File: src/inc/hbs_pkg.sv
// Constants and types for the holding-brake sequencer.
// Assumes a 100 MHz control clock; shared by the sequencer and its timer.
package hbs_pkg;

	// ==========================================================
	// Clock and timing
	localparam int CLK_MHZ          = 100;
	localparam int TICK_MS          = 10;
	localparam int TICK_CYCLES      = TICK_MS * 1000 * CLK_MHZ;
	localparam int TICK_W           = 20;

	// ==========================================================
	// Register map (byte addresses)
	localparam logic [7:0] ADDR_CTRL      = 8'h00;
	localparam logic [7:0] ADDR_DELAY     = 8'h04;
	localparam logic [7:0] ADDR_SPEEDLVL  = 8'h08;
	localparam logic [7:0] ADDR_WAIT      = 8'h0C;
	localparam logic [7:0] ADDR_ALLOC     = 8'h10;
	localparam logic [7:0] ADDR_STOPMETH  = 8'h14;
	localparam logic [7:0] ADDR_MAXSPEED  = 8'h18;
	localparam logic [7:0] ADDR_STATUS    = 8'h1C;

	// Control register bits.
	localparam int CTRL_SVON_BIT    = 0;
	localparam int CTRL_SVOFF_BIT   = 1;
	localparam int CTRL_RESTART_BIT = 2;
	localparam int CTRL_ZSTOP_BIT   = 3;

	// ==========================================================
	// Reset values and limits
	localparam logic [2:0]  DELAY_RST    = 3'h0;
	localparam logic [2:0]  DELAY_MAX    = 3'h5;
	localparam logic [13:0] SPEED_RST    = 14'h0064;
	localparam logic [13:0] SPEED_MAX    = 14'h2710;
	localparam logic [6:0]  WAIT_RST     = 7'h32;
	localparam logic [6:0]  WAIT_MIN     = 7'h0A;
	localparam logic [6:0]  WAIT_MAX     = 7'h64;
	localparam logic [1:0]  ALLOC_RST    = 2'h1;
	localparam logic [1:0]  STOPM_RST    = 2'h0;
	localparam logic [13:0] MAXSPD_RST   = 14'h1770;
	localparam logic        ZSTOP_RST    = 1'b1;
	localparam int          NUM_TERM     = 3;

	// Stop method codes.
	localparam logic [1:0] STOPM_DYN_DYN   = 2'h0;
	localparam logic [1:0] STOPM_DYN_COAST = 2'h1;
	localparam logic [1:0] STOPM_COAST    = 2'h2;

	// AXI responses.
	localparam logic [1:0] RESP_OKAY   = 2'b00;
	localparam logic [1:0] RESP_SLVERR = 2'b10;

	// ==========================================================
	// Sequencer states
	typedef enum logic [5:0] {
		ST_OFF     = 6'b000001,
		ST_ON      = 6'b000010,
		ST_DELAY   = 6'b000100,
		ST_ROTBRK  = 6'b001000,
		ST_ZSTOP   = 6'b010000,
		ST_HOLD    = 6'b100000
	} hbs_state_t;

endpackage

File: src/design/hbs_sequencer.sv
// Holding-brake sequencer with AXI4-Lite register slave.
// Assumes motor speed and alarm flags synchronous to mclk; runs on one clock.
//
// Overview of operation
// - Alarm or servo-off drops the brake release output, applying the brake.
// - Overtravel alone keeps the brake release output asserted.
// - Allocation 0 disables output, 1..3 pick terminal pair; latched at restart.
// - Signals sharing a terminal are ORed onto it.
// - Servo-off while stopped drops brake release in that same cycle.
// - Stopped servo-off delays power removal by 0..50 in 10 ms steps.
// - That delay applies to stopped servo-off and, if the alarm has cleared, after a zero-speed stop, not rotating stops.
// - Alarm without zero-speed stop removes motor power immediately, ignoring the delay.
// - After rotating power-off, brake applies once speed falls below level.
// - Or brake applies once wait time elapses, whichever comes first.
// - Effective speed level is clamped to the motor maximum speed.
// - Zero-speed alarm stop brings motor to rest, then stopped sequence.
// - Stop method 0 dynamic/dynamic, 1 dynamic/coast, 2 coast/coast; latched at restart.
// - Main power lost without servo-off stops by dynamic brake.
// - Zero-speed stopping is the default for applicable alarms.
//
// The placing of the registers and the AXI4-Lite slave port were left to the implementer.
`timescale 1ns/1ps
module hbs_sequencer
	import hbs_pkg::*;
(
	// Clock, reset, enable
	input  wire logic        mclk,
	input  wire logic        sys_rst,
	input  wire logic        clkEn,
	// AXI4-Lite write address
	input  wire logic [7:0]  s_axi_awaddr,
	input  wire logic        s_axi_awvalid,
	output logic             s_axi_awready,
	// AXI4-Lite write data
	input  wire logic [31:0] s_axi_wdata,
	input  wire logic [3:0]  s_axi_wstrb,
	input  wire logic        s_axi_wvalid,
	output logic             s_axi_wready,
	// AXI4-Lite write response
	output logic [1:0]       s_axi_bresp,
	output logic             s_axi_bvalid,
	input  wire logic        s_axi_bready,
	// AXI4-Lite read address
	input  wire logic [7:0]  s_axi_araddr,
	input  wire logic        s_axi_arvalid,
	output logic             s_axi_arready,
	// AXI4-Lite read data
	output logic [31:0]      s_axi_rdata,
	output logic [1:0]       s_axi_rresp,
	output logic             s_axi_rvalid,
	input  wire logic        s_axi_rready,
	// Drive status
	input  wire logic        alarmDet,
	input  wire logic        alarmZeroSpeedOk,
	input  wire logic        overtravel,
	input  wire logic        mainPowerLost,
	input  wire logic [13:0] motorSpeed,
	// Other signals wanting each terminal
	input  wire logic [2:0]  otherTermOut,
	// Outputs
	output logic [2:0]       termOut,
	output logic             motorPowerOn,
	output logic             dynamicBrakeOn,
	output logic             zeroSpeedStop
);

	// ==========================================================
	// Registers
	logic             svCmdReg;
	logic             svOffPulse;
	logic             svOnPulse;
	logic [2:0]       delayReg;
	logic [13:0]      speedLvlReg;
	logic [6:0]       waitReg;
	logic [1:0]       allocReg;
	logic [1:0]       allocActReg;
	logic [1:0]       stopMReg;
	logic [1:0]       stopMActReg;
	logic [13:0]      maxSpdReg;
	logic             zStopReg;
	logic             restartPulse;
	hbs_state_t       stateReg;
	logic             brakeRelReg;
	logic             timerStart;
	logic             timerRun;
	logic [6:0]       ticks;
	logic [13:0]      effLevel;
	logic             stopped;
	logic             brakeRelNext;
	logic             powerNext;
	logic             dbNext;
	logic             zNext;
	hbs_state_t       stateNext;
	logic             awHeld;
	logic             wHeld;
	logic [7:0]       awAddrReg;
	logic [31:0]      wDataReg;
	logic [3:0]       wStrbReg;
	logic             doWrite;
	logic             wrOk;

	// ==========================================================
	// AXI4-Lite write path
	// Address and data are captured separately, so either may arrive first.
	assign doWrite = awHeld && wHeld && !s_axi_bvalid;

	always_comb
	begin
		case (awAddrReg)
			ADDR_CTRL, ADDR_DELAY, ADDR_SPEEDLVL, ADDR_WAIT,
			ADDR_ALLOC, ADDR_STOPMETH, ADDR_MAXSPEED: wrOk = 1'b1;
			default: wrOk = 1'b0;
		endcase
	end

	always_ff @(posedge mclk or posedge sys_rst)
	begin
		if (sys_rst)
		begin
			awHeld        <= 1'b0;
			wHeld         <= 1'b0;
			awAddrReg     <= '0;
			wDataReg      <= '0;
			wStrbReg      <= '0;
			s_axi_awready <= 1'b0;
			s_axi_wready  <= 1'b0;
			s_axi_bvalid  <= 1'b0;
			s_axi_bresp   <= RESP_OKAY;
		end
		else if (clkEn)
		begin
			s_axi_awready <= !awHeld && !(s_axi_awvalid && s_axi_awready);
			s_axi_wready  <= !wHeld && !(s_axi_wvalid && s_axi_wready);
			if (s_axi_awvalid && s_axi_awready)
			begin
				awHeld    <= 1'b1;
				awAddrReg <= s_axi_awaddr;
			end
			if (s_axi_wvalid && s_axi_wready)
			begin
				wHeld    <= 1'b1;
				wDataReg <= s_axi_wdata;
				wStrbReg <= s_axi_wstrb;
			end
			if (doWrite)
			begin
				s_axi_bvalid <= 1'b1;
				s_axi_bresp  <= wrOk ? RESP_OKAY : RESP_SLVERR;
			end
			else if (s_axi_bvalid && s_axi_bready)
			begin
				s_axi_bvalid <= 1'b0;
				awHeld       <= 1'b0;
				wHeld        <= 1'b0;
			end
		end
	end

	// Configuration registers; out-of-range settings are clamped, except max speed, which keeps its low 14 bits.
	always_ff @(posedge mclk or posedge sys_rst)
	begin
		if (sys_rst)
		begin
			svCmdReg     <= 1'b0;
			svOffPulse   <= 1'b0;
			svOnPulse    <= 1'b0;
			restartPulse <= 1'b0;
			zStopReg     <= ZSTOP_RST;
			delayReg     <= DELAY_RST;
			speedLvlReg  <= SPEED_RST;
			waitReg      <= WAIT_RST;
			allocReg     <= ALLOC_RST;
			stopMReg     <= STOPM_RST;
			maxSpdReg    <= MAXSPD_RST;
		end
		else if (clkEn)
		begin
			svOffPulse   <= 1'b0;
			svOnPulse    <= 1'b0;
			restartPulse <= 1'b0;
			if (doWrite && wStrbReg[0])
			begin
				case (awAddrReg)
					ADDR_CTRL:
					begin
						svOnPulse    <= wDataReg[CTRL_SVON_BIT];
						svOffPulse   <= wDataReg[CTRL_SVOFF_BIT];
						restartPulse <= wDataReg[CTRL_RESTART_BIT];
						zStopReg     <= wDataReg[CTRL_ZSTOP_BIT];
					end
					ADDR_DELAY:
						delayReg <= (wDataReg[7:0] > 8'(DELAY_MAX)) ? DELAY_MAX
							: wDataReg[2:0];
					ADDR_SPEEDLVL:
						speedLvlReg <= (wDataReg[15:0] > 16'(SPEED_MAX)) ? SPEED_MAX
							: wDataReg[13:0];
					ADDR_WAIT:
						waitReg <= (wDataReg[7:0] < 8'(WAIT_MIN)) ? WAIT_MIN
							: (wDataReg[7:0] > 8'(WAIT_MAX)) ? WAIT_MAX
							: wDataReg[6:0];
					ADDR_ALLOC:
						allocReg <= wDataReg[1:0];
					ADDR_STOPMETH:
						stopMReg <= (wDataReg[1:0] == 2'h3) ? STOPM_COAST
							: wDataReg[1:0];
					ADDR_MAXSPEED:
						maxSpdReg <= wDataReg[13:0];
					default:
						svCmdReg <= svCmdReg;
				endcase
			end
			if (svOnPulse)
				svCmdReg <= 1'b1;
			if (svOffPulse)
				svCmdReg <= 1'b0;
		end
	end

	// Allocation and stop method only change on restart, which is accepted in any state, mid-motion included.
	always_ff @(posedge mclk or posedge sys_rst)
	begin
		if (sys_rst)
		begin
			allocActReg <= ALLOC_RST;
			stopMActReg <= STOPM_RST;
		end
		else if (clkEn && restartPulse)
		begin
			allocActReg <= allocReg;
			stopMActReg <= stopMReg;
		end
	end

	// ==========================================================
	// AXI4-Lite read path
	always_ff @(posedge mclk or posedge sys_rst)
	begin
		if (sys_rst)
		begin
			s_axi_arready <= 1'b0;
			s_axi_rvalid  <= 1'b0;
			s_axi_rdata   <= '0;
			s_axi_rresp   <= RESP_OKAY;
		end
		else if (clkEn)
		begin
			s_axi_arready <= !s_axi_rvalid && !(s_axi_arvalid && s_axi_arready);
			if (s_axi_arvalid && s_axi_arready)
			begin
				s_axi_rvalid <= 1'b1;
				s_axi_rresp  <= RESP_OKAY;
				case (s_axi_araddr)
					ADDR_CTRL:     s_axi_rdata <= {28'h000_0000, zStopReg, 2'b00, svCmdReg};
					ADDR_DELAY:    s_axi_rdata <= {29'h0000_0000, delayReg};
					ADDR_SPEEDLVL: s_axi_rdata <= {18'h0_0000, speedLvlReg};
					ADDR_WAIT:     s_axi_rdata <= {25'h000_0000, waitReg};
					ADDR_ALLOC:    s_axi_rdata <= {28'h000_0000, allocActReg, allocReg};
					ADDR_STOPMETH: s_axi_rdata <= {28'h000_0000, stopMActReg, stopMReg};
					ADDR_MAXSPEED: s_axi_rdata <= {18'h0_0000, maxSpdReg};
					ADDR_STATUS:   s_axi_rdata <= {20'h0_0000, ticks, zeroSpeedStop,
						dynamicBrakeOn, motorPowerOn, brakeRelReg, stopped};
					default:
					begin
						s_axi_rdata <= '0;
						s_axi_rresp <= RESP_SLVERR;
					end
				endcase
			end
			else if (s_axi_rvalid && s_axi_rready)
				s_axi_rvalid <= 1'b0;
		end
	end

	// ==========================================================
	// Brake sequencing
	assign effLevel = (speedLvlReg > maxSpdReg) ? maxSpdReg : speedLvlReg;
	assign stopped  = (motorSpeed < effLevel);

	hbs_tick_timer u_timer (
		.mclk    (mclk),
		.sys_rst (sys_rst),
		.clkEn   (clkEn),
		.start   (timerStart),
		.run     (timerRun),
		.ticks   (ticks)
	);

	always_comb
	begin
		stateNext    = stateReg;
		brakeRelNext = brakeRelReg;
		powerNext    = motorPowerOn;
		zNext        = 1'b0;
		timerStart   = 1'b0;
		timerRun     = 1'b1;
		case (stateReg)
			ST_OFF:
			begin
				brakeRelNext = 1'b0;
				powerNext    = 1'b0;
				if (svOnPulse && !alarmDet && !mainPowerLost)
				begin
					stateNext    = ST_ON;
					brakeRelNext = 1'b1;
					powerNext    = 1'b1;
				end
			end
			ST_ON:
			begin
				// Overtravel is not a brake condition; the output stays released.
				brakeRelNext = 1'b1;
				if (alarmDet && zStopReg && alarmZeroSpeedOk && !stopped)
					stateNext = ST_ZSTOP;
				else if (alarmDet || mainPowerLost || (svOffPulse && !stopped))
				begin
					// Power goes at once; timer and speed compare start now.
					stateNext    = ST_ROTBRK;
					powerNext    = 1'b0;
					timerStart   = 1'b1;
					brakeRelNext = !stopped;
				end
				else if (svOffPulse)
				begin
					brakeRelNext = 1'b0;
					timerStart   = 1'b1;
					stateNext    = ST_DELAY;
				end
			end
			ST_DELAY:
			begin
				brakeRelNext = 1'b0;
				if (alarmDet || mainPowerLost || ticks >= 7'(delayReg))
				begin
					stateNext = ST_OFF;
					powerNext = 1'b0;
				end
			end
			ST_ZSTOP:
			begin
				// Motor held powered and commanded to zero speed until at rest.
				zNext = 1'b1;
				if (stopped || mainPowerLost)
				begin
					brakeRelNext = 1'b0;
					timerStart   = 1'b1;
					zNext        = 1'b0;
					stateNext    = mainPowerLost ? ST_OFF : ST_DELAY;
					powerNext    = !mainPowerLost;
				end
			end
			ST_ROTBRK:
			begin
				if (stopped || ticks >= waitReg)
				begin
					brakeRelNext = 1'b0;
					stateNext    = ST_HOLD;
				end
			end
			ST_HOLD:
			begin
				brakeRelNext = 1'b0;
				timerRun     = 1'b0;
				if (stopped)
					stateNext = ST_OFF;
			end
			default:
			begin
				stateNext    = ST_OFF;
				brakeRelNext = 1'b0;
				powerNext    = 1'b0;
			end
		endcase
	end

	// Dynamic brake choice; power loss without servo-off forces it.
	always_comb
	begin
		dbNext = 1'b0;
		if (!powerNext && !zNext)
		begin
			if (mainPowerLost && svCmdReg)
				dbNext = 1'b1;
			else if (stateNext == ST_ROTBRK)
				dbNext = (stopMActReg != STOPM_COAST);
			else
				dbNext = (stopMActReg == STOPM_DYN_DYN);
		end
	end

	always_ff @(posedge mclk or posedge sys_rst)
	begin
		if (sys_rst)
		begin
			stateReg       <= ST_OFF;
			brakeRelReg    <= 1'b0;
			motorPowerOn   <= 1'b0;
			dynamicBrakeOn <= 1'b1;
			zeroSpeedStop  <= 1'b0;
		end
		else if (clkEn)
		begin
			stateReg       <= stateNext;
			brakeRelReg    <= brakeRelNext;
			motorPowerOn   <= powerNext;
			dynamicBrakeOn <= dbNext;
			zeroSpeedStop  <= zNext;
		end
	end

	// ==========================================================
	// Terminal routing
	// The brake signal is ORed with whatever else owns a pair; keeping them apart
	// is up to configuration, so a shared terminal can hold the brake released.
	genvar t;
	generate
		for (t = 0; t < NUM_TERM; t++)
		begin : g_term
			always_ff @(posedge mclk or posedge sys_rst)
			begin
				if (sys_rst)
					termOut[t] <= 1'b0;
				else if (clkEn)
					termOut[t] <= otherTermOut[t]
						| (brakeRelNext && allocActReg == 2'(t + 1));
			end
		end
	endgenerate

endmodule

File: src/design/hbs_tick_timer.sv
// Counter of 10 ms ticks for the brake sequencer.
// Assumes one synchronous start pulse; clears on start, counts while run is high.
`timescale 1ns/1ps
module hbs_tick_timer
	import hbs_pkg::*;
(
	// Clock and reset
	input  wire logic       mclk,
	input  wire logic       sys_rst,
	input  wire logic       clkEn,
	// Control
	input  wire logic       start,
	input  wire logic       run,
	// Result
	output logic      [6:0] ticks
);

	logic [TICK_W-1:0] preReg;

	// A restart zeroes both stages so the first tick is a full period away.
	always_ff @(posedge mclk or posedge sys_rst)
	begin
		if (sys_rst)
		begin
			preReg <= '0;
			ticks  <= '0;
		end
		else if (clkEn)
		begin
			if (start)
			begin
				preReg <= '0;
				ticks  <= '0;
			end
			else if (run)
			begin
				if (preReg == TICK_W'(TICK_CYCLES - 1))
				begin
					preReg <= '0;
					if (ticks != 7'h7F)
						ticks <= ticks + 7'h01;
				end
				else
					preReg <= preReg + TICK_W'(1);
			end
		end
	end

endmodule

File: config.mk
export PLATFORM = sky130hd
export DESIGN_NAME = hbs_sequencer
export DESIGN_NICKNAME = d
export VERILOG_FILES = /design/src/inc/hbs_pkg.sv /design/src/design/hbs_sequencer.sv /design/src/design/hbs_tick_timer.sv
export SDC_FILE = /design/constraint.sdc
export NUM_CORES = 1
export LEC_CHECK = 0
export BUFFER_PORTS_ARGS = -buffer_cell sky130_fd_sc_hd__buf_2
export CORE_AREA = 10 10 129 131
export DETAILED_ROUTE_END_ITERATION = 6
export DIE_AREA = 0 0 139 141
export PLACE_DENSITY_LB_ADDON = 0.1
export SLEW_MARGIN = 20
export SYNTH_ARGS = -nofsm -noshare
export SYNTH_HDL_FRONTEND = slang
export SYNTH_SLANG_ARGS = --single-unit
File: constraint.sdc
create_clock -name mclk -period 6 [get_ports mclk]
set_clock_uncertainty 0.05 [all_clocks]
set_input_delay 0 -clock mclk [delete_from_list [all_inputs] [get_ports mclk]]
set_output_delay 0 -clock mclk [all_outputs]
set_load 0.03 [all_outputs]
==> results of run 1 <==
## critical path: stages (launching register included)
cell and delay, ns:
dfstp_2 0.56, inv_1 0.05, ha_1 0.29, nand4_1 0.14, o21bai_1 0.18, a311o_1 0.30
a21oi_1 0.14, buf_4 0.26, mux2i_1 0.12, ha_1 0.33, nand3_1 0.11, nor4_1 0.48
nand2_1 0.13, o31ai_1 0.94, a21oi_1 0.16, a211oi_1 0.27, o31ai_1 0.09, dlygate4sd3_1 0.57
## timing repair
action | 4_1_cts | 5_1_grt
resized for setup | 0 | 0
setup endpoints to repair | 0 | 0
hold endpoints to repair | 107 | 0
hold buffers | 40 | 0
## cells in the final DEF, fill, tap and decap left out, types with 5 or more instances in the layout
cell           instances
nor4_1                 7
inv_1                 41
dfrtp_1              121
xnor2_1                6
xor2_1                14
a22o_1                 6
nor3_1                15
nor2_2                10
conb_1                20
o31ai_1                8
mux4_2                 5
and3_1                 6
bufinv_16              5
ha_1                  39
mux2_2                48
a21o_1                 7
a21oi_1               47
nand2_1              106
dfstp_2               18
nand4_1               14
o21ai_0               52
clkbuf_16             17
buf_2                 87
nor2b_1               11
nand3_1               33
nand2b_1               9
and2_1                 5
dlygate4sd3_1         40
mux2i_1               27
nor2_1                53
## how the worst max path moves through the flow
stage / to / slack [ns] / depth (start not counted)
after global placement: u_timer.preReg[14]$_DFFE_PP0P_ / 1.05 / 19
after floorplan: u_timer.preReg[10]$_DFFE_PP0P_ / 1.02 / 19
after detailed placement: u_timer.preReg[15]$_DFFE_PP0P_ / 0.91 / 19
after global routing: s_axi_rdata[0]$_DFFE_PP0P_ / 0.30 / 17
after CTS: s_axi_rdata[0]$_DFFE_PP0P_ / 0.77 / 17
final: s_axi_rdata[0]$_DFFE_PP0P_ / 0.70 / 17
## registers in the layout, summed over array words and instances, names as in the netlist, 3 cells and up
| signal | cells |
|---|---|
| s_axi_rdata | 14 |
| u_timer.preReg | 20 |
| wDataReg | 16 |
| u_timer.ticks | 7 |
| maxSpdReg | 14 |
| awAddrReg | 8 |
| delayReg | 3 |
| stateReg | 6 |
| termOut | 3 |
| waitReg | 7 |
| speedLvlReg | 14 |
## power by group through the flow
| stage | Combinational, mW | Sequential [mW] | Clock [mW] |
|---|---|---|---|
| 2_1_floorplan | 0.550 | 1.27 | 0 |
| 3_3_place_gp | 0.694 | 1.29 | 0 |
| 3_5_place_dp | 0.712 | 1.31 | 0 |
| 4_1_cts | 0.735 | 1.29 | 1.18 |
| 5_1_grt | 0.810 | 1.32 | 1.22 |
| 6_report | 0.737 | 1.30 | 1.17 |
## per-layer routing
metal / global-route usage, % / vias up
met1: 27.3 / 3178
li1: - / 3130
met2: 32.0 / 234
met5: 0 / -
met3: 4.87 / 25
met4: 6.04 / 0
## cell type report
type / count / area (um^2)
clock inverters: 13 / 214
well taps: 184 / 230
inverters: 42 / 163
clock buffers: 19 / 443
fillers: 1132 / 4720
repair buffers: 131 / 866
multi-input cells: 611 / 4070
flip-flops and latches: 139 / 3500
## per-stage QoR
step	total power [mW]	setup slack, ns	hold WS (ns)	area, um^2	instances
5_1_grt	3.35	0.303	0.0715	9480	1139
3_3_place_gp	1.99	1.05	0.0651	8420	1067
3_5_place_dp	2.02	0.913	0.0763	8420	1067
6_report	3.20	0.697	0.0204	9480	1139
2_1_floorplan	1.82	1.02	0.0869	8000	842
4_1_cts	3.20	0.766	0.00318	9480	1139
## logic make-up after synthesis
family | count (synthesis) | synth area share [%]
AO/OA/AOI/OAI | 161 | 12.5
adder cells (fa/ha/maj) | 39 | 6.16
multiplexers | 80 | 11.7
XOR/XNOR | 20 | 2.21
other | 1 | 0.0473
flip-flops | 139 | 44.2
AND/OR/NAND/NOR | 291 | 17.7
buffers and inverters | 92 | 5.49
==> impl_metrics.ini, run 1 <==
[synth]
yosysMostFrequentCell = dfrtp_1
yosys_warnings = 0
async_flop_share_pct = 100
synthDistinctLibCells = 61
ys_ff_latch = 139
synth_cells = 823
synth_edf_count = 0
ys_seq_area_share_pct = 44.2
syn_area_per_cell_um2 = 9.63
ys.flop_type = dfrtp_1
syn_area_mm2 = 0.00792
yosys.area.top_type = dfrtp_1
synthTopCellsByCount = 121 x dfrtp_1, 106 x nand2_1, 53 x nor2_1
synth_top_cell_area_share_pct = 38.2
yosys-top-cells-area = dfrtp_1 38%, mux2_2 6.8%, ha_1 6.2%

[floorplan]
core_area_mm2 = 0.0142
initial_core_util_pct = 55.8
fp.dieW_um = 139
num_io_pins = 128
die_y_um = 141
fp-row-count = 44
die_area_mm2 = 0.0196

[timing]
finalSetupViolations = 0
maxSlewViolCount = 0
rsz0062_at_grt = no
clock.fmax_ghz = 0.189
finalCritPeriodShare_pct = 88.4
slew_headroom_pct = 24.3
worst_pin_slew_ns = 1.13
min_period_ns = 5.30
finalSetupTns_ns = 0
finalHoldViolCount = 0

[finish]
antenna_cells = 0
finalCoreUtilization_pct = 66.8
syn_to_final_growth_pct = 19.7
drive_gt1_share_pct = 21.6
fin_nets = 1062

[power_and_ir_drop]
p_clk_share_pct = 36.4
power.density_mw_per_mm2 = 337
p_seq_share_pct = 40.5
intPower_mw = 2.18
switching_share_pct = 31.8
combPwrFrac_pct = 23.0
leakage_nw = 4.48
ir_drop_v = 0.000241
p_sw_mw = 1.02

[critical_path]
setup.worst_path.start_class = register
critPathCaptureType = register
cp.arrival_ns = 5.55
rr_worst_depth = 17
critPathMaxFanout = 13
crit_path_start = maxSpdReg[4]$_DFFE_PP1P_
r2r_setup_slack_ns = 0.70
crit_type = register to register
r2r-start = maxSpdReg[4]$_DFFE_PP1P_
rr_endpoint = s_axi_rdata[0]$_DFFE_PP0P_
cp.required_ns = 6.25

[route]
vias_per_cell = 5.77
wl_per_cell_um = 17.9
num_vias = 6567
ant_nets = 0
wl_met3_um = 1320
first_pass_iters = 5
initialDrtViolationCount = 499
dr_wl_met2_um = 9340
drc_errors = 0
routed.top_layer = met4
routed_wirelength_um = 20300
drt-met1-wl_um = 9370

[global_route]
grt_pass1_wl_um = 33100
grt_overflow = 0
grt_use_total_pct = 20.3
first_global_vias = 6516
antenna_found_initial = 0
grt_max_degree = 75

[clocking]
cts.sinks = 139
cts_root_buf = clkbuf_16
clk_latency_ns = 0.42
htreeDepth = 4
numCtsBuffers = 17
cts_setup_buffers = 0
path_clk_slew_ns = 0.06
cts_tree = built
cts_buffer_depth = 2

[hold_path]
hold_start = mainPowerLost
worstHoldEndpoint = dynamicBrakeOn$_DFFE_PP1P_
hp-class = input port to register
worstHoldPathCells = 5

[placed_design]
place.gp.congestion = 0.950
io_buffers = 87
place_hpwl_um = 14800

[status]
status = completed

[job]
drv_cap = 0
Power figures use the tool's default switching activity.
==> inputs of run 2 (changes only) <==
CAP_MARGIN = 5   (was default)
CORE_AREA = 10 10 152 154   (was 10 10 129 131)
DIE_AREA = 0 0 162 164   (was 0 0 139 141)
==> run 2 against run 1 <==
Net effect: clock-buffer cell count is the same; worst hold slack gained 0.0088 ns; clock power shrank 15%; die area grew 36%; register-to-register slack gained 0.22 ns; sequential power is essentially flat; final cell count grew 7.7%; wire length grew 2.0%.
==> impl_metrics.ini, run 2 (synthesized netlist as in run 1, its figures left out) <==
[route]
initialDrtViolationCount = 385
routed_wirelength_um = 20800
wl_per_cell_um = 16.9
ant_nets = 0
vias_per_cell = 5.16
num_vias = 6336
drc_errors = 0
first_pass_iters = 5

[timing]
finalSetupTns_ns = 0
slew_headroom_pct = 36.5
finalSetupViolations = 0
finalHoldViolCount = 0
finalCritPeriodShare_pct = 84.7
min_period_ns = 5.08
clock.fmax_ghz = 0.197
hold-worst-slack_ns = 0.0292
worst_pin_slew_ns = 0.952
worst_slack_ns = 0.917
rsz0062_at_grt = no
maxSlewViolCount = 0

[critical_path]
crit_family = compound AO/OA/AOI/OAI gates
critPathCaptureType = register
setup.worst_path.start_class = register
cpMaxStageDelayCell = and2_1
critPathBufInv = 3
critPathMaxFanout = 15
crit_type = register to register
path_cells = inv_1 > ha_1 > nand4_1 > o21bai_1 > a311o_1 > a21oi_1 > buf_4 > mux2i_1 > ha_1 > a21oi_1 > o21ai_0 > a221o_1 > a221oi_1 > o31a_1 > a222oi_1 > buf_4 > nand2b_1 > and2_1 > nor2_1
crit_path_start = maxSpdReg[4]$_DFFE_PP1P_
cp.arrival_ns = 5.30
r2r-start = maxSpdReg[4]$_DFFE_PP1P_
cp.required_ns = 6.22
slowest_delay_ns = 0.65

[global_route]
grt_max_degree = 76
antenna_found_initial = 0
grt_overflow = 0
grt_use_total_pct = 15.9
first_global_vias = 6284
grt_pass1_wl_um = 34000

[clocking]
path_clk_slew_ns = 0.06
cts_tree = built
clk_latency_ns = 0.42
cts.sinks = 139
htreeDepth = 4
cts_buffer_depth = 2
cts_root_buf = clkbuf_16
numCtsBuffers = 17
cts_setup_buffers = 0

[power_and_ir_drop]
leakage_nw = 4.44
ir_drop_v = 0.000203
power_mw = 3.03
power.density_mw_per_mm2 = 319

[floorplan]
initial_core_util_pct = 39.5
die_y_um = 164
num_io_pins = 128
die_area_mm2 = 0.0266
fp-row-count = 52
fp.dieW_um = 162
core_area_mm2 = 0.0200

[placed_design]
pre_cts_slack_ns = 0.889
place_hpwl_um = 15500
io_buffers = 87
place.gp.congestion = 0.832

[finish]
reg_top3 = u_timer.preReg x20, wDataReg x16
finalCoreUtilization_pct = 47.5
syn_to_final_growth_pct = 20.1
layout_commonest_cell = dfrtp_1
antenna_cells = 0
fin_nets = 1064
largest_register_ffs = 20
drive_gt1_share_pct = 21.6
largest-register = u_timer.preReg
final_cell_mix = 121 x dfrtp_1, 106 x nand2_1, 87 x buf_2

[hold_path]
hp-class = input port to register
hold_start = s_axi_araddr[7]

[job]
drv_cap = 0

[status]
status = completed
run 2: worst paths after layout:
path	end	slack, ns	cells past startpoint
min in group asynchronous	s_axi_wready$_DFFE_PP0P_	0.15	3
worst min register to register	s_axi_rdata[9]$_DFFE_PP0P_	0.42	2
max in group asynchronous	u_timer.preReg[11]$_DFFE_PP0P_	4.38	4
worst min-delay path	s_axi_rdata[2]$_DFFE_PP0P_	0.03	5
worst max register to register	u_timer.preReg[14]$_DFFE_PP0P_	0.92	19
worst max-delay path	u_timer.preReg[14]$_DFFE_PP0P_	0.92	19
run 2: layer usage:
metal  global-route usage (%)  share of wire (%)  vias up
met5                        0                  0        -
met4                     4.34                1.4        0
met3                     4.11                4.9       21
met2                     23.2                 43      139
met1                     22.6                 51     3036
li1                         -                  -     3140
run 2: repair_timing:
action	CTS	global route
hold buffers	41	0
gates resized for setup	0	0
endpoints found under the hold margin	108	0
run 2: per-stage QoR:
stage	cells	area, um^2
after floorplan	842	8000
after global placement	1154	8540
after detailed placement	1154	8540
after CTS	1227	9510
after global routing	1227	9510
final	1227	9510
run 2: worst min-delay path, cell delays in order:
cell and delay (ns):
buf_2 0.07, or4_1 0.11, nor2_1 0.11, nand3_1 0.09
o21ai_0 0.07
run 2: layout make-up:
cell class / count / area [um^2]
clock buffer: 19 / 443
tap: 270 / 338
timing repair buffer: 133 / 883
sequential: 139 / 3500
clock inverter: 13 / 119
multi-input combinational: 611 / 4070
inverter: 42 / 163
fill: 1991 / 10500
run 2: where the power goes:
| group | total [mW] | leakage, nW | internal [mW] | switching, mW |
|---|---|---|---|---|
| clock network | 1.00 | 0.266 | 0.582 | 0.419 |
| registers | 1.29 | 1.77 | 1.10 | 0.197 |
| logic | 0.734 | 2.41 | 0.331 | 0.403 |
==> inputs of run 3 (changes only) <==
clock period = 4.3 ns   (was 6 ns; I/O delays follow)
==> run 3 against run 2 <==
Net effect: the flow now finishes with violations (negative hold slack, negative setup slack); setup slack worse by 0.96 ns; worst hold slack worse by 0.031 ns; flip-flop and latch count stayed put; critical endpoint is now u_timer.preReg[19]$_DFFE_PP0P_; critical path depth stayed put; core utilization is 3.5 points higher.
==> impl_metrics.ini, run 3 (synthesized netlist as in run 1, its figures left out) <==
[floorplan]
num_io_pins = 128
fp-row-count = 52
initial_core_util_pct = 39.5
core_area_mm2 = 0.0200
die_y_um = 164
fp.dieW_um = 162
die_area_mm2 = 0.0266

[clocking]
htreeDepth = 4
cts_root_buf = clkbuf_16
numCtsBuffers = 17
path_clk_slew_ns = 0.06
cts.sinks = 139
cts_buffer_depth = 2
cts_tree = built
clk_latency_ns = 0.42

[status]
status = finished with violations
violations = negative hold slack, negative setup slack

[global_route]
grt_use_total_pct = 16.8
antenna_found_initial = 0
grt_max_degree = 108
grt_overflow = 0
first_global_vias = 6613
grt_pass1_wl_um = 35900

[route]
num_vias = 6501
routed_wirelength_um = 22000
vias_per_cell = 5.13
initialDrtViolationCount = 405
wl_per_cell_um = 17.3
ant_nets = 0
first_pass_iters = 5
drc_errors = 0

[timing]
finalSetupViolations = 15
min_period_ns = 4.34
worst_slack_ns = -0.0444
finalHoldViolCount = 1
clock.fmax_ghz = 0.230
finalSetupTns_ns = -0.470
maxSlewViolCount = 0
worst_pin_slew_ns = 0.961
hold-worst-slack_ns = -0.00190
slew_headroom_pct = 36.0
rsz0062_at_grt = yes
finalCritPeriodShare_pct = 101

[finish]
finalCoreUtilization_pct = 51.0
drive_gt1_share_pct = 28.5
syn_to_final_growth_pct = 29.0
layout_commonest_cell = dfrtp_1
largest-register = u_timer.preReg
largest_register_ffs = 20
multi_input_area_mm2 = 0.00435
instances_no_fill = 1268
area.sequential_mm2 = 0.00350
reg_top3 = u_timer.preReg x20, wDataReg x16
fin_nets = 1105
final_cell_mix = 121 x dfrtp_1, 103 x nand2_1, 87 x buf_2
antenna_cells = 0
fillerInstances = 1879

[power_and_ir_drop]
p_clk_share_pct = 33.2
power_mw = 4.63
leakage_nw = 4.73
combPwrFrac_pct = 27.9
switching_share_pct = 32.6
power.density_mw_per_mm2 = 453
p_seq_share_pct = 38.9
ir_drop_v = 0.000331
intPower_mw = 3.12
p_sw_mw = 1.51

[critical_path]
critPathMaxFanout = 7
setup.worst_path.start_class = register
crit_type = register to register
slowest_delay_ns = 0.53
cp.required_ns = 4.55
path_cells = inv_2 > ha_4 > nand4_1 > o21bai_1 > a311o_1 > a21oi_4 > buf_12 > mux2i_2 > ha_1 > a21o_1 > a221o_1 > a221oi_4 > o31a_1 > a222oi_1 > buf_4 > nand2b_4 > and2_4 > clkbuf_16 > nor2_4
cpMaxStageDelayCell = dfstp_2
critPathCaptureType = register
cp.arrival_ns = 4.60

[job]
drv_cap = 0

[placed_design]
place_hpwl_um = 16100
io_buffers = 87
place_inst = 1193
place.gp.congestion = 0.837

[hold_path]
hp-class = input port to register
-- run 3: changes by cell type in the layout (fill, tap and decap cells not counted), sizes merged --
cell | before | now
clkbuf | 19 | 24
bufinv | 1 | 3
clkinvlp | 4 | 3
clkinv | 6 | 4
buf | 92 | 134
dlygate4sd3 | 41 | 38
inv | 44 | 42
-- run 3: final cells by class --
type / instances / share of cell area [%]
multi-input combinational: 611 / 42.6
sequential: 139 / 34.2
timing repair buffer: 174 / 12.3
clock buffer: 22 / 4.64
tap: 270 / 3.30
inverter: 42 / 1.59
clock inverter: 10 / 1.37
-- run 3: timing repair --
item                                    in CTS  in global routing
gates resized for setup                      2                 59
hold buffers                                38                  0
pin swaps                                    1                 35
setup buffers                                0                  4
endpoints found under the setup margin      19                 34
endpoints found under the hold margin      134                  0
gates cloned                                 0                  2
-- run 3: through the flow --
| step | worst slack (ns) | hold slack [ns] | area (um^2) |
|---|---|---|---|
| after detailed placement | -0.0720 | 0.186 | 8920 |
| after global placement | 0.00951 | 0.182 | 8920 |
| final | -0.0444 | -0.00190 | 10200 |
| after floorplan | -0.121 | 0.0869 | 8070 |
| after global routing | -0.278 | 0.0424 | 10200 |
| after CTS | 0.00243 | 0.00192 | 9920 |
-- run 3: power by group through the flow --
stage | combinational [mW] | clock (mW) | sequential, mW
final | 1.29 | 1.53 | 1.80
after CTS | 1.17 | 1.56 | 1.80
after global routing | 1.43 | 1.62 | 1.84
after detailed placement | 1.13 | 0 | 1.82
after global placement | 1.12 | 0 | 1.81
after floorplan | 0.811 | 0 | 1.77
-- run 3: path summary, 6_finish.rpt --
check                                                start                        endpoint  slack (ns)  depth (start not counted)
worst max-delay path              maxSpdReg[4]$_DFFE_PP1P_  u_timer.preReg[19]$_DFFE_PP0P_       -0.04                         19
worst min-delay path                       s_axi_araddr[6]      s_axi_rresp[1]$_DFFE_PP0P_      -0.002                          4
worst max register to register    maxSpdReg[4]$_DFFE_PP1P_  u_timer.preReg[19]$_DFFE_PP0P_       -0.04                         19
worst min register to register  s_axi_rdata[5]$_DFFE_PP0P_      s_axi_rdata[5]$_DFFE_PP0P_        0.42                          2
max in group asynchronous                          sys_rst            zStopReg$_DFFE_PP1P_        2.84                          4
min in group asynchronous                          sys_rst       s_axi_awready$_DFFE_PP0P_        0.32                          3
-- run 3: per-layer routing --
| layer | GRT usage [%] | vias up | routed length, um |
|---|---|---|---|
| met2 | 23.5 | 173 | 9170 |
| met1 | 25.1 | 3083 | 11300 |
| met4 | 5.13 | 0 | 334 |
| met3 | 3.68 | 25 | 1180 |
| li1 | - | 3220 | - |
| met5 | 0 | - | 0 |
-- run 3: critical path, delay by kind of cell (launching register included) --
family | cells | cell delay (ns)
compound gates | 8 | 1.90
mux | 1 | 0.20
fa+ha+maj | 2 | 0.54
flops | 1 | 0.53
buf+inv | 4 | 0.58
simple gates | 4 | 0.43
